[config.mk]
export PLATFORM = sky130hd
export DESIGN_NAME = spi_tx_word_ctrl
export DESIGN_NICKNAME = d
export VERILOG_FILES = /design/src/spi_tx_pkg.sv /design/src/spi_tx_word_ctrl.sv /design/src/spi_tx_sync.sv /design/src/spi_tx_fifo.sv
export SDC_FILE = /design/constraint.sdc
export NUM_CORES = 2
export LEC_CHECK = 0
export BUFFER_PORTS_ARGS = -buffer_cell sky130_fd_sc_hd__buf_2
export CORE_MARGIN = 1
export CORE_UTILIZATION = 63
export CTS_CLUSTER_SIZE = 8
export DETAILED_ROUTE_END_ITERATION = 7
export HOLD_SLACK_MARGIN = 0.1
export PLACE_DENSITY = 0.76
export SKIP_CTS_REPAIR_TIMING = 1
export SLEW_MARGIN = 20
export SYNTH_ARGS = -nofsm -noshare
export SYNTH_HDL_FRONTEND = slang
export SYNTH_SLANG_ARGS = --single-unit
[constraint.sdc]
create_clock -name SYS_CLK_IN -period 37.4 [get_ports SYS_CLK_IN]
set_input_delay 1.87 -clock SYS_CLK_IN [delete_from_list [all_inputs] [get_ports SYS_CLK_IN]]
set_output_delay 1.87 -clock SYS_CLK_IN [all_outputs]
set_load 0.005 [all_outputs]
[src/spi_tx_pkg.sv]
// Shared constants and types of the transmit word and control path.
package spi_tx_pkg;
    // Register byte offsets on the APB port.
    localparam logic [7:0] OFS_TX_WORD = 8'h00;
    localparam logic [7:0] OFS_TX_CTRL = 8'h04;
    localparam logic [7:0] OFS_GLOBAL = 8'h08;
    localparam logic [7:0] OFS_IDLE_SEL = 8'h0C;
    localparam logic [7:0] OFS_FMT0 = 8'h10;
    localparam logic [7:0] OFS_STATUS = 8'h20;
    // Field positions inside the control word and other registers.
    localparam int HOLD_BIT = 28;
    localparam int WAIT_DELAY_ENABLE_BIT = 26;
    localparam int FSEL_LSB = 24;
    localparam int SELECT_PIN_VALUES_LSB = 16;
    localparam int ENABLE_BIT = 0;
    localparam int MASTER_BIT = 1;
    localparam int CHARLEN_LSB = 0;
    localparam int WAIT_DELAY_COUNT_LSB = 8;
    // Reset values.
    localparam logic [7:0] IDLE_SEL_RST = 8'hFF;
    localparam logic [4:0] CHARLEN_RST = 5'h10;
    localparam logic [7:0] WAIT_DELAY_COUNT_RST = 8'h00;
    // Timing: transmit-to-select delay and the least select gap.
    localparam int CLK_NS = 8;
    localparam int T2C_NS = 40;
    localparam int T2C_CYC = (T2C_NS + CLK_NS - 1) / CLK_NS;
    localparam int MIN_GAP_CYC = 2;
    // Queued entry: hold, wait enable, format, select values, payload.
    localparam int ENTRY_W = 28;
    // Shifter states, Gray coded along the usual path.
    typedef enum logic [1:0] {
        ST_IDLE = 2'b00,
        ST_SHIFT = 2'b01,
        ST_T2C = 2'b11,
        ST_GAP = 2'b10
    } shift_state_e;
endpackage

[src/spi_tx_word_ctrl.sv]
// Transmit word and control path with APB registers and a serial shifter.
//
// The implementer's own choices: the APB slave port and the register offsets.
`timescale 1ns/1ps
`default_nettype none
module spi_tx_word_ctrl
    import spi_tx_pkg::*;
#(
    parameter int DEPTH = 32
) (
    input wire logic SYS_CLK_IN,
    input wire logic SYS_RST_IN,
    input wire logic PSEL_IN,
    input wire logic PENABLE_IN,
    input wire logic PWRITE_IN,
    input wire logic [7:0] PADDR_IN,
    input wire logic [31:0] PWDATA_IN,
    input wire logic [3:0] PSTRB_IN,
    output logic PREADY_OUT,
    output logic [31:0] PRDATA_OUT,
    output logic PSLVERR_OUT,
    input wire logic LINK_CLK_IN,
    output logic SIMO_OUT,
    output logic [7:0] SEL_OUT,
    output logic SEL_OE_OUT,
    output logic BUSY_OUT
);
    import spi_tx_pkg::*;

    typedef struct packed {
        shift_state_e state;
        logic enable;
        logic master;
        logic hold;
        logic wait_delay_enable;
        logic [1:0] fsel;
        logic [7:0] select_pin_values;
        logic [15:0] payload;
        logic [7:0] idle_sel;
        logic [3:0][4:0] charlen;
        logic [3:0][7:0] wait_delay_count;
        logic [15:0] shreg;
        logic [4:0] bits_left;
        logic [8:0] cnt;
        logic cur_hold;
        logic cur_wait_delay_enable;
        logic [7:0] cur_select_pin_values;
        logic held;
        logic [7:0] sel;
        logic simo;
        logic link_d;
        logic pready;
        logic [31:0] prdata;
        logic pslverr;
        logic busy;
    } core_s;
    core_s s;
    core_s next_s;

    logic link_s;
    logic access;
    logic wr;
    logic rd;
    logic hit_word;
    logic hit_ctrl;
    logic hit_fmt;
    logic mapped;
    logic data_lane;
    logic want_push;
    logic push_ready;
    logic pop_valid;
    logic pop;
    logic link_rise;
    logic [ENTRY_W-1:0] push_data;
    logic [ENTRY_W-1:0] pop_data;
    logic [$clog2(DEPTH):0] fill;
    logic [1:0] fidx;

    // Brings the external bit clock into the system clock domain.
    spi_tx_sync u_link_sync (
        .clk_in(SYS_CLK_IN),
        .rst_in(SYS_RST_IN),
        .d_in(LINK_CLK_IN),
        .q_out(link_s)
    );

    // Holding buffer for words waiting on the shifter.
    spi_tx_fifo #(
        .W(ENTRY_W),
        .D(DEPTH)
    ) u_hold_buf (
        .clk_in(SYS_CLK_IN),
        .rst_in(SYS_RST_IN),
        .clr_in(!s.enable),
        .wr_valid_in(want_push),
        .wr_ready_out(push_ready),
        .wr_data_in(push_data),
        .rd_valid_out(pop_valid),
        .rd_ready_in(pop),
        .rd_data_out(pop_data),
        .count_out(fill)
    );

    // Address decode and access qualifiers.
    assign access = PSEL_IN & PENABLE_IN & !s.pready;
    assign wr = access & PWRITE_IN;
    assign rd = access & !PWRITE_IN;
    assign hit_word = (PADDR_IN == OFS_TX_WORD);
    assign hit_ctrl = (PADDR_IN == OFS_TX_CTRL);
    assign hit_fmt = (PADDR_IN[7:4] == OFS_FMT0[7:4]) &
                     (PADDR_IN[1:0] == 2'b00);
    assign fidx = PADDR_IN[3:2];
    assign mapped = hit_word | hit_ctrl | hit_fmt |
                    (PADDR_IN == OFS_GLOBAL) |
                    (PADDR_IN == OFS_IDLE_SEL) |
                    (PADDR_IN == OFS_STATUS);
    assign data_lane = |PSTRB_IN[1:0];
    // Only a write reaching the payload lanes queues a word.
    assign want_push = wr & s.enable & data_lane & (hit_word | hit_ctrl);
    assign link_rise = link_s & !s.link_d;
    // The shifter pulls a word only while idle.
    assign pop = (s.state == ST_IDLE) & pop_valid;

    // Queued entry carries the control fields that apply to it.
    always_comb begin
        push_data = {s.hold, s.wait_delay_enable, s.fsel, s.select_pin_values, s.payload};
        if (hit_ctrl) begin
            if (PSTRB_IN[3]) begin
                push_data[27] = PWDATA_IN[HOLD_BIT];
                push_data[26] = PWDATA_IN[WAIT_DELAY_ENABLE_BIT];
                push_data[25:24] = PWDATA_IN[FSEL_LSB +: 2];
            end
            if (PSTRB_IN[2]) begin
                push_data[23:16] = PWDATA_IN[SELECT_PIN_VALUES_LSB +: 8];
            end
        end
        if (PSTRB_IN[0]) begin
            push_data[7:0] = PWDATA_IN[7:0];
        end
        if (PSTRB_IN[1]) begin
            push_data[15:8] = PWDATA_IN[15:8];
        end
    end

    // Register file, bus answer and transmit sequencer.
    always_comb begin
        next_s = s;
        next_s.link_d = link_s;
        // One wait state; a queued write stalls while the buffer is full.
        next_s.pready = access & (!want_push | push_ready);
        next_s.pslverr = access & !mapped;
        next_s.prdata = 32'h0000_0000;
        if (rd) begin
            if (hit_word) begin
                next_s.prdata = {16'h0000, s.payload};
            end else if (hit_ctrl) begin
                next_s.prdata = {3'b000, s.hold, 1'b0, s.wait_delay_enable, s.fsel,
                                 s.select_pin_values, s.payload};
            end else if (hit_fmt) begin
                next_s.prdata = {16'h0000, s.wait_delay_count[fidx], 3'b000,
                                 s.charlen[fidx]};
            end else if (PADDR_IN == OFS_GLOBAL) begin
                next_s.prdata = {30'h0, s.master, s.enable};
            end else if (PADDR_IN == OFS_IDLE_SEL) begin
                next_s.prdata = {24'h000000, s.idle_sel};
            end else if (PADDR_IN == OFS_STATUS) begin
                next_s.prdata = {16'h0000, 2'b00, 6'(fill), 4'h0,
                                 s.held, s.state, pop_valid};
            end
        end
        if (wr) begin
            if (PADDR_IN == OFS_GLOBAL && PSTRB_IN[0]) begin
                next_s.enable = PWDATA_IN[ENABLE_BIT];
                next_s.master = PWDATA_IN[MASTER_BIT];
                if (!PWDATA_IN[ENABLE_BIT]) begin
                    next_s.payload = 16'h0000;
                end
            end
            if (PADDR_IN == OFS_IDLE_SEL && PSTRB_IN[0]) begin
                next_s.idle_sel = PWDATA_IN[7:0];
            end
            if (hit_fmt && PSTRB_IN[0]) begin
                next_s.charlen[fidx] = PWDATA_IN[CHARLEN_LSB +: 5];
            end
            if (hit_fmt && PSTRB_IN[1]) begin
                next_s.wait_delay_count[fidx] = PWDATA_IN[WAIT_DELAY_COUNT_LSB +: 8];
            end
            // Control fields update even with no payload lanes.
            if (hit_ctrl && PSTRB_IN[3]) begin
                next_s.hold = PWDATA_IN[HOLD_BIT];
                next_s.wait_delay_enable = PWDATA_IN[WAIT_DELAY_ENABLE_BIT];
                next_s.fsel = PWDATA_IN[FSEL_LSB +: 2];
            end
            if (hit_ctrl && PSTRB_IN[2]) begin
                next_s.select_pin_values = PWDATA_IN[SELECT_PIN_VALUES_LSB +: 8];
                // New select values end a held select.
                if (s.held && s.state == ST_IDLE &&
                    PWDATA_IN[SELECT_PIN_VALUES_LSB +: 8] != s.cur_select_pin_values) begin
                    next_s.held = 1'b0;
                    next_s.sel = s.idle_sel;
                    next_s.state = ST_GAP;
                    next_s.cnt = 9'(MIN_GAP_CYC - 1);
                end
            end
            if (want_push && push_ready) begin
                next_s.payload = push_data[15:0];
            end
        end
        case (s.state)
            ST_IDLE: begin
                if (!s.held) begin
                    next_s.sel = s.idle_sel;
                end
                if (pop) begin
                    next_s.state = ST_SHIFT;
                    next_s.shreg = pop_data[15:0];
                    next_s.bits_left = s.charlen[pop_data[25:24]];
                    next_s.cur_select_pin_values = pop_data[23:16];
                    next_s.cur_wait_delay_enable = pop_data[26];
                    next_s.cur_hold = pop_data[27];
                    next_s.held = 1'b0;
                    if (s.master) begin
                        next_s.sel = pop_data[23:16];
                    end
                end
            end
            ST_SHIFT: begin
                // Right-justified data leaves most significant bit first.
                if (link_rise) begin
                    if (s.bits_left != 5'd0) begin
                        next_s.simo = s.shreg[4'(s.bits_left - 5'd1)];
                        next_s.bits_left = s.bits_left - 5'd1;
                    end else begin
                        next_s.state = ST_T2C;
                        next_s.cnt = 9'(T2C_CYC - 1);
                    end
                end
            end
            ST_T2C: begin
                if (s.cnt != 9'd0) begin
                    next_s.cnt = s.cnt - 9'd1;
                end else if (s.master && s.cur_hold) begin
                    next_s.held = 1'b1;
                    next_s.state = ST_IDLE;
                end else begin
                    next_s.sel = s.idle_sel;
                    next_s.state = ST_GAP;
                    next_s.cnt = 9'(MIN_GAP_CYC - 1);
                    if (s.master && s.cur_wait_delay_enable) begin
                        next_s.cnt = 9'(MIN_GAP_CYC - 1) +
                                     9'(s.wait_delay_count[s.fsel]);
                    end
                end
            end
            ST_GAP: begin
                // No new word starts until the delay counter runs out.
                if (s.cnt != 9'd0) begin
                    next_s.cnt = s.cnt - 9'd1;
                end else begin
                    next_s.state = ST_IDLE;
                end
            end
            default: begin
                next_s.state = ST_IDLE;
            end
        endcase
        next_s.busy = (next_s.state != ST_IDLE); // Registered busy flag.
    end

    // Registers the whole block state.
    always_ff @(posedge SYS_CLK_IN or posedge SYS_RST_IN) begin
        if (SYS_RST_IN) begin
            s <= '0;
            s.idle_sel <= IDLE_SEL_RST;
            s.sel <= IDLE_SEL_RST;
            s.charlen <= {4{CHARLEN_RST}};
            s.wait_delay_count <= {4{WAIT_DELAY_COUNT_RST}};
        end else begin
            s <= next_s;
        end
    end

    // Outputs come straight from the state register.
    assign PREADY_OUT = s.pready;
    assign PRDATA_OUT = s.prdata;
    assign PSLVERR_OUT = s.pslverr;
    assign SIMO_OUT = s.simo;
    assign SEL_OUT = s.sel;
    assign SEL_OE_OUT = s.master;
    assign BUSY_OUT = s.busy;
endmodule // spi_tx_word_ctrl
`default_nettype wire

[src/spi_tx_sync.sv]
// Two flip-flop synchroniser for a level from outside the clock domain.
`timescale 1ns/1ps
`default_nettype none
module spi_tx_sync (
    input wire logic clk_in,
    input wire logic rst_in,
    input wire logic d_in,
    output logic q_out
);
    typedef struct packed {
        logic meta;
        logic stable;
    } sync_s;
    sync_s s;
    sync_s next_s;

    // The first stage feeds only the second stage.
    always_comb begin
        next_s.meta = d_in;
        next_s.stable = s.meta;
    end

    // Registers the synchroniser state.
    always_ff @(posedge clk_in or posedge rst_in) begin
        if (rst_in) begin
            s <= '0;
        end else begin
            s <= next_s;
        end
    end

    assign q_out = s.stable;
endmodule // spi_tx_sync
`default_nettype wire

[src/spi_tx_fifo.sv]
// Flip-flop FIFO with valid and ready on both sides and a flush input.
`timescale 1ns/1ps
`default_nettype none
module spi_tx_fifo #(
    parameter int W = 28,
    parameter int D = 32
) (
    input wire logic clk_in,
    input wire logic rst_in,
    input wire logic clr_in,
    input wire logic wr_valid_in,
    output logic wr_ready_out,
    input wire logic [W-1:0] wr_data_in,
    output logic rd_valid_out,
    input wire logic rd_ready_in,
    output logic [W-1:0] rd_data_out,
    output logic [$clog2(D):0] count_out
);
    localparam int AW = $clog2(D);
    typedef struct packed {
        logic [D-1:0][W-1:0] mem;
        logic [AW-1:0] wp;
        logic [AW-1:0] rp;
        logic [AW:0] count;
    } fifo_s;
    fifo_s s;
    fifo_s next_s;
    logic push;
    logic pop;

    // Full and empty come straight from the count.
    assign wr_ready_out = (s.count != (AW+1)'(D));
    assign rd_valid_out = (s.count != '0);
    assign rd_data_out = s.mem[s.rp];
    assign count_out = s.count;
    assign push = wr_valid_in & wr_ready_out;
    assign pop = rd_valid_out & rd_ready_in;

    // Pointer and count update; a flush empties the queue.
    always_comb begin
        next_s = s;
        if (push) begin
            next_s.mem[s.wp] = wr_data_in;
            next_s.wp = (s.wp == AW'(D-1)) ? '0 : s.wp + 1'b1;
        end
        if (pop) begin
            next_s.rp = (s.rp == AW'(D-1)) ? '0 : s.rp + 1'b1;
        end
        next_s.count = s.count + (AW+1)'(push) - (AW+1)'(pop);
        if (clr_in) begin
            next_s.wp = '0;
            next_s.rp = '0;
            next_s.count = '0;
        end
    end

    // Registers the FIFO state.
    always_ff @(posedge clk_in or posedge rst_in) begin
        if (rst_in) begin
            s <= '0;
        end else begin
            s <= next_s;
        end
    end
endmodule // spi_tx_fifo
`default_nettype wire

# After elaboration in Yosys (flattened, before gate mapping)
# Cells that the tools add are included.
[word_totals]
regBits = 1092
inputBits = 50
out_inout_bits = 45
wordCells = 239
[classes]
addsub = 7
order_cmp = 8
eq_ne = 18
muxes = 80
bitwise = 20
n_reduce_logical = 38
[op_table]
columns = ["cell", "count"]
rows = [
  ["896-bit bitwise mux", 1],
  ["28-bit binary-select mux with 5-bit select", 1],
  ["28-bit demux with 5-bit select", 1],
  ["9-bit 2-to-1 mux", 13],
  ["92-bit 2-to-1 mux", 1],
  ["8-bit 2-to-1 mux", 11],
  ["29-bit 2-to-1 mux", 3],
  ["16-bit 2-to-1 mux", 5],
  ["14-bit 2-to-1 mux", 4],
  ["28-bit 2-to-1 mux", 2],
  ["5-bit 2-to-1 mux", 9],
  ["8-bit binary-select mux with 2-bit select", 2],
  ["32-bit bitwise mux", 1],
  ["32-bit 2-to-1 mux", 1],
  ["9-bit case mux with 3 select lines", 1],
  ["5-bit binary-select mux with 2-bit select", 2],
  ["20-bit bitwise mux", 1],
  ["20-bit 2-to-1 mux", 1],
  ["2-bit 2-to-1 mux", 9],
  ["9-bit case mux with 2 select lines", 1],
  ["8-bit demux with 2-bit select", 1],
  ["8-bit by 4-bit equality test with 1-bit output (second input constant)", 2],
  ["1-bit bitwise AND", 14],
  ["2-bit AND reduction", 7],
  ["other kinds (40)", 77],
]

# Longest topological paths before layout
[depth]
word_depth = 13
ltp_mapped = 15
mapped_depth_nobuf = 14

# Cells and area by module
# From an unflattened synthesis, not the netlist that was laid out.
[unflattened]
hier_cells = 3612
hier_area_um2 = 51444.3
[modules_own_cells]
columns = ["mod", "instances", "cells_per_inst", "area_per_inst_um2", "seq_area_each_um2"]
rows = [
  ["spi_tx_fifo", 1, 2812, 42022.8, 22821.9],
  ["spi_tx_word_ctrl", 1, 797, 9367.7, 4379.2],
  ["spi_tx_sync", 1, 3, 53.8, 50.0],
]

# Least setup slack after synthesis
# Ideal clock, no wire load.
[synth_timing]
path_type = "input to register"
from = "input port PADDR_IN[7]"
to = "register u_hold_buf.s (netlist bit u_hold_buf.count_out[5])"
setup_ps = 119
t_arrival_ps = 4404
required_ps = 37281
slack_ps = 32877
stages = 15
path_buffers = 3
cell_sequence = "or4_1 buf_2 nor4_4 o2111a_1 nand2b_1 inv_1 buf_4 buf_2 ha_1 a21o_1 a21oi_1 o21bai_1 a21oi_1 xor2_1 and2_1"
[synth_rtl]
columns = ["element", "line_no", "rtl"]
rows = [
  ["start: declaration", "spi_tx_word_ctrl.sv:16", "input wire logic [7:0] PADDR_IN,"],
  ["end signal: assignment", "spi_tx_fifo.sv:62", "s <= next_s;"],
  ["end: declaration", "spi_tx_fifo.sv:26", "fifo_s s;"],
]

# Worst setup path in the final report
[layout_timing]
from = "input port PADDR_IN[6]"
to = "register u_hold_buf.s[445] (netlist bit)"
[layout_via]
elab_chain_len = 4
elab_cells_between_ends = 5
cone_classes = "1 x eq/ne; 3 x bitwise; 1 x reduce/logical"
[layout_rtl]
columns = ["element", "line_no", "rtl"]
rows = [
  ["8-bit by 3-bit equality test with 1-bit output or 8-bit zero test (tied branches)", "spi_tx_word_ctrl.sv:109, spi_tx_word_ctrl.sv:108", ""],
  ["1-bit OR *", "spi_tx_word_ctrl.sv:119", "assign want_push = wr & s.enable & data_lane & (hit_word | hit_ctrl);"],
  ["1-bit bitwise AND *", "spi_tx_word_ctrl.sv:119", ""],
  ["1-bit bitwise AND *", "spi_tx_fifo.sv:36", "assign push = wr_valid_in & wr_ready_out;"],
]
# Every way passes the cells marked *; elsewhere a longest branch is shown, timed or not.
# A chain may end at the register's enable or synchronous reset.

==> qor.txt <==
TIMING
--------------------------------------------------------------------------------------
Final-report hold violation count                                                    0
Post-route minimum period                                                      5860 ps
Total negative slack                                                              0 ps
Count of endpoints failing setup in the final report                                 0
Final critical-path share of the clock period                                    0.157
Worst slew margin                                                                0.236
Unrepaired setup endpoints after global routing                                     no
Setup skew after layout                                                        28.6 ps
Maximum clock frequency                                                      0.171 GHz
Worst Hold Slack                                                                363 ps
Count of final max-slew check failures                                               0
Least-Margin Pin Slew                                                          1140 ps

FINAL LAYOUT
--------------------------------------------------------------------------------------
Most frequent standard cell in the layout excluding fill and tap cells    sky130_fd_sc_hd__dfrtp_1
Leading cell types in the layout, fill and taps excluded                  sky130_fd_sc_hd__dfrtp_1, sky130_fd_sc_hd__nand2_1, sky130_fd_sc_hd__o21ai_0, sky130_fd_sc_hd__mux2i_1, sky130_fd_sc_hd__clkbuf_16
Post-route non-filler standard cell count                                         5580
Area Overhead vs Synth                                                           10.3%
Total number of nets in the final design                                          4578
Fraction of layout cells with a size suffix above 1                              0.147
Cell area after layout                                                       54000 um2

DRT
--------------------------------------------------------------------------------------
Topmost layer with routed signal wires                                            met4
Vias                                                                             35300
Routed wirelength normalized by instance count                                 22.2 um
Mean number of vias per cell                                                      6.33
Met2 WL post-DR                                                               59000 um
Post-route ant nets                                                                  0
Met1 layer wirelength in the final routing                                    52200 um
Amount of wire on met3 after detailed routing                                  8410 um
# DRC                                                                                0
Wire length reported by the detailed router                                  124000 um
Initial detailed-routing violation count                                          3103
Drt first pass iters                                                                 6

PLACE
--------------------------------------------------------------------------------------
Sum of net half-perimeters after detailed placement                           73800 um
Routability congestion estimate                                                  0.923
Total cell area at the placement stage                                       49600 um2
Number of port buffers                                                              86
Number of cells after detailed placement                                          5378

CLOCK NETWORK
--------------------------------------------------------------------------------------
Clock tree root driver cell                                               sky130_fd_sc_hd__clkbuf_16
Cts bufs inserted                                                                  153
Source-to-sink clock delay at the later pin of the worst-skew pair              720 ps
Clock slew at the register clock pins of the worst setup and hold paths          50 ps
H-tree lvl count                                                                     4
Clk sinks                                                                         1088
Number of buffers on the longest clock path                                          3
Clock tree from TritonCTS                                                         done

GLOBAL ROUTE
--------------------------------------------------------------------------------------
First-pass GRT wire length                                                   198000 um
Pin count of the biggest net entering global routing                               183
Number of global-route vias before repair                                        35000
GRT Util Overall                                                                 0.325
Total grt overflow                                                                   0
Initial antenna violation count                                                      1

SYNTHESIS
--------------------------------------------------------------------------------------
Largest cells by area after synthesis                                     sky130_fd_sc_hd__dfrtp_1, sky130_fd_sc_hd__o21ai_0, sky130_fd_sc_hd__nand2_1
Synth top area share                                                             0.546
Area leader, netlist                                                      sky130_fd_sc_hd__dfrtp_1
Post-synthesis instance area                                                 48900 um2
Average footprint of a synthesized cell                                       10.5 um2
Post-synth ARST share                                                             1.00
Number of instances in the synthesized netlist                                    4640
Cell variety after synth                                                            63
Flip-flop and latch count after synthesis                                         1088
Number of flops mapped to enable cells by yosys                                      0
Number of warnings printed during yosys synthesis                                    0
Main flop type after synthesis                                            sky130_fd_sc_hd__dfrtp_1
Portion of the post-synthesis area used by sequential elements                   0.557

FLOORPLANNING
--------------------------------------------------------------------------------------
Area of the core                                                             76500 um2
IO Count                                                                            95
Effective utilization at floorplan                                               0.640
DIE HEIGHT                                                                      281 um
Num rows                                                                           101
Die X                                                                           281 um
Area of the die                                                              78800 um2

WORST SETUP PATH
--------------------------------------------------------------------------------------
Required time at the endpoint of the critical path                            37980 ps
Largest fanout on the critical path                                                 56
Slowest cell on crit path                                                 sky130_fd_sc_hd__nand3_2
Count of buffer and inverter cells on the critical path                              4
Max incr delay on CP                                                            990 ps
Element type at the critical path end                                             flop
Cells along the critical path                                             buf_2 -> or4_1 -> nor4_4 -> o2111a_1 -> nand2b_1 -> buf_4 -> inv_1 -> buf_4 -> nand3_2 -> o21ai_0
Path type of the worst setup path                                               in2reg
Data arrival time of the critical path                                         6430 ps
CP top delay family                                                       simple AND/OR/NAND/NOR gates
Category of the worst setup path launch point                               input port
CP dominant cell by count                                                 sky130_fd_sc_hd__buf_4

POWER
--------------------------------------------------------------------------------------
Clock network power share                                                        0.502
Internal power contribution                                                    1950 uW
VDD IR max                                                                     47.0 uV
Leakage power                                                                0.0227 uW
Logic gate share of total power                                                  0.019
Switching part of the total                                                      0.211
Net switching power                                                             520 uW
Total chip power                                                               2470 uW
Power per cell area                                                        45.7 nW/um2
Relative contribution of sequential cells to total power                         0.479

MIN PATH
--------------------------------------------------------------------------------------
Class of the tightest hold or removal check                                    reg2reg

RUN STATUS
--------------------------------------------------------------------------------------
Run status                                                                   completed

RUN
--------------------------------------------------------------------------------------
Reported max-cap violation count                                                     0

layer usage:
metal  vias to the layer above  global-route usage
li1                      15900                   -
met1                     17900               0.444
met2                      1279               0.519
met3                       262              0.0617
met4                         0               0.130
met5                         -                   0
through the flow:
step	setup WS, ps	utilization
finish	31540	0.706
global route	31240	0.706
CTS	31660	0.704
detailed placement	30950	0.649
global placement	31050	0.649
floorplan	4930	-
flip-flops by register name (all words and copies together), names as in the netlist:
name                  count
u_hold_buf.count_out      6
u_link_sync.next_s        1
u_link_sync.q_out         1
PRDATA_OUT               28
s                       133
u_hold_buf.s            906
PSLVERR_OUT               1
BUSY_OUT                  1
SEL_OE_OUT                1
SIMO_OUT                  1
SEL_OUT                   8
PREADY_OUT                1
worst reg2reg max path: cells and delay by family, from the launching register on:
family / cells / cell delay [ps]
buffers and inverters: 2 / 1680
multiplexers: 3 / 1770
AND/OR/NAND/NOR: 1 / 120
AO/OA/AOI/OAI: 2 / 220
flip-flops: 1 / 870
path summary, 6_finish.rpt:
kind / from / endpoint / slack [ps] / cells after the start
max reg2reg: u_hold_buf.s[6] / SEL_OUT[7] / 32670 / 8
min in group asynchronous: SYS_RST_IN / PRDATA_OUT[17] / 1230 / 2
max in group asynchronous: SYS_RST_IN / u_hold_buf.s[492] / 32100 / 6
max: PADDR_IN[6] / u_hold_buf.s[445] / 31540 / 10
min reg2reg: u_link_sync.next_s[0] / u_link_sync.q_out / 360 / 0
min: u_link_sync.next_s[0] / u_link_sync.q_out / 360 / 0
logic make-up after synthesis:
family,synth area share
AO/OA/AOI/OAI,0.147
AND/OR/NAND/NOR,0.102
flip-flops,0.557
multiplexers,0.141
buffers and inverters,0.0425
adder cells (fa/ha/maj),0.00655
XOR/XNOR,0.00394
other,0.0000766
power groups by stage:
stage               clock network [uW]  registers (uW)  logic [uW]
floorplan                            0            1200        28.8
CTS                               1250            1180        47.5
global route                      1300            1180        52.8
finish                            1240            1180        46.4
global placement                     0            1200        47.0
detailed placement                   0            1200        47.3
synth_stat cells, types with 7 or more instances:
| master | number |
|---|---|
| sky130_fd_sc_hd__a211oi_1 | 21 |
| sky130_fd_sc_hd__a21oi_1 | 66 |
| sky130_fd_sc_hd__a221oi_1 | 22 |
| sky130_fd_sc_hd__a222oi_1 | 9 |
| sky130_fd_sc_hd__a22oi_1 | 16 |
| sky130_fd_sc_hd__and2_1 | 23 |
| sky130_fd_sc_hd__buf_1 | 16 |
| sky130_fd_sc_hd__buf_2 | 68 |
| sky130_fd_sc_hd__buf_4 | 43 |
| sky130_fd_sc_hd__clkbuf_1 | 333 |
| sky130_fd_sc_hd__dfrtp_1 | 1068 |
| sky130_fd_sc_hd__dfstp_2 | 20 |
| sky130_fd_sc_hd__ha_1 | 24 |
| sky130_fd_sc_hd__inv_1 | 27 |
| sky130_fd_sc_hd__mux2_2 | 88 |
| sky130_fd_sc_hd__mux2i_1 | 253 |
| sky130_fd_sc_hd__mux4_2 | 150 |
| sky130_fd_sc_hd__nand2_1 | 1031 |
| sky130_fd_sc_hd__nand2b_1 | 14 |
| sky130_fd_sc_hd__nand3_1 | 55 |
| sky130_fd_sc_hd__nor2_1 | 56 |
| sky130_fd_sc_hd__nor2b_1 | 7 |
| sky130_fd_sc_hd__nor3_1 | 17 |
| sky130_fd_sc_hd__o21ai_0 | 974 |
| sky130_fd_sc_hd__o221ai_1 | 80 |
| sky130_fd_sc_hd__o22ai_1 | 52 |
| sky130_fd_sc_hd__xnor2_1 | 8 |
| sky130_fd_sc_hd__xor2_1 | 14 |
cell type report:
class                   instances  area [um2]
repair buffers                165        1060
clock buffers                 195        4140
well taps                    1030        1290
clock inverters                 6        86.3
flip-flops and latches       1088       27300
multi-input cells            3067       20000
inverters                      28         113
fillers                      5334       22500
diodes                          1        2.50
Note: power is estimated with default switching activity, not from simulation.
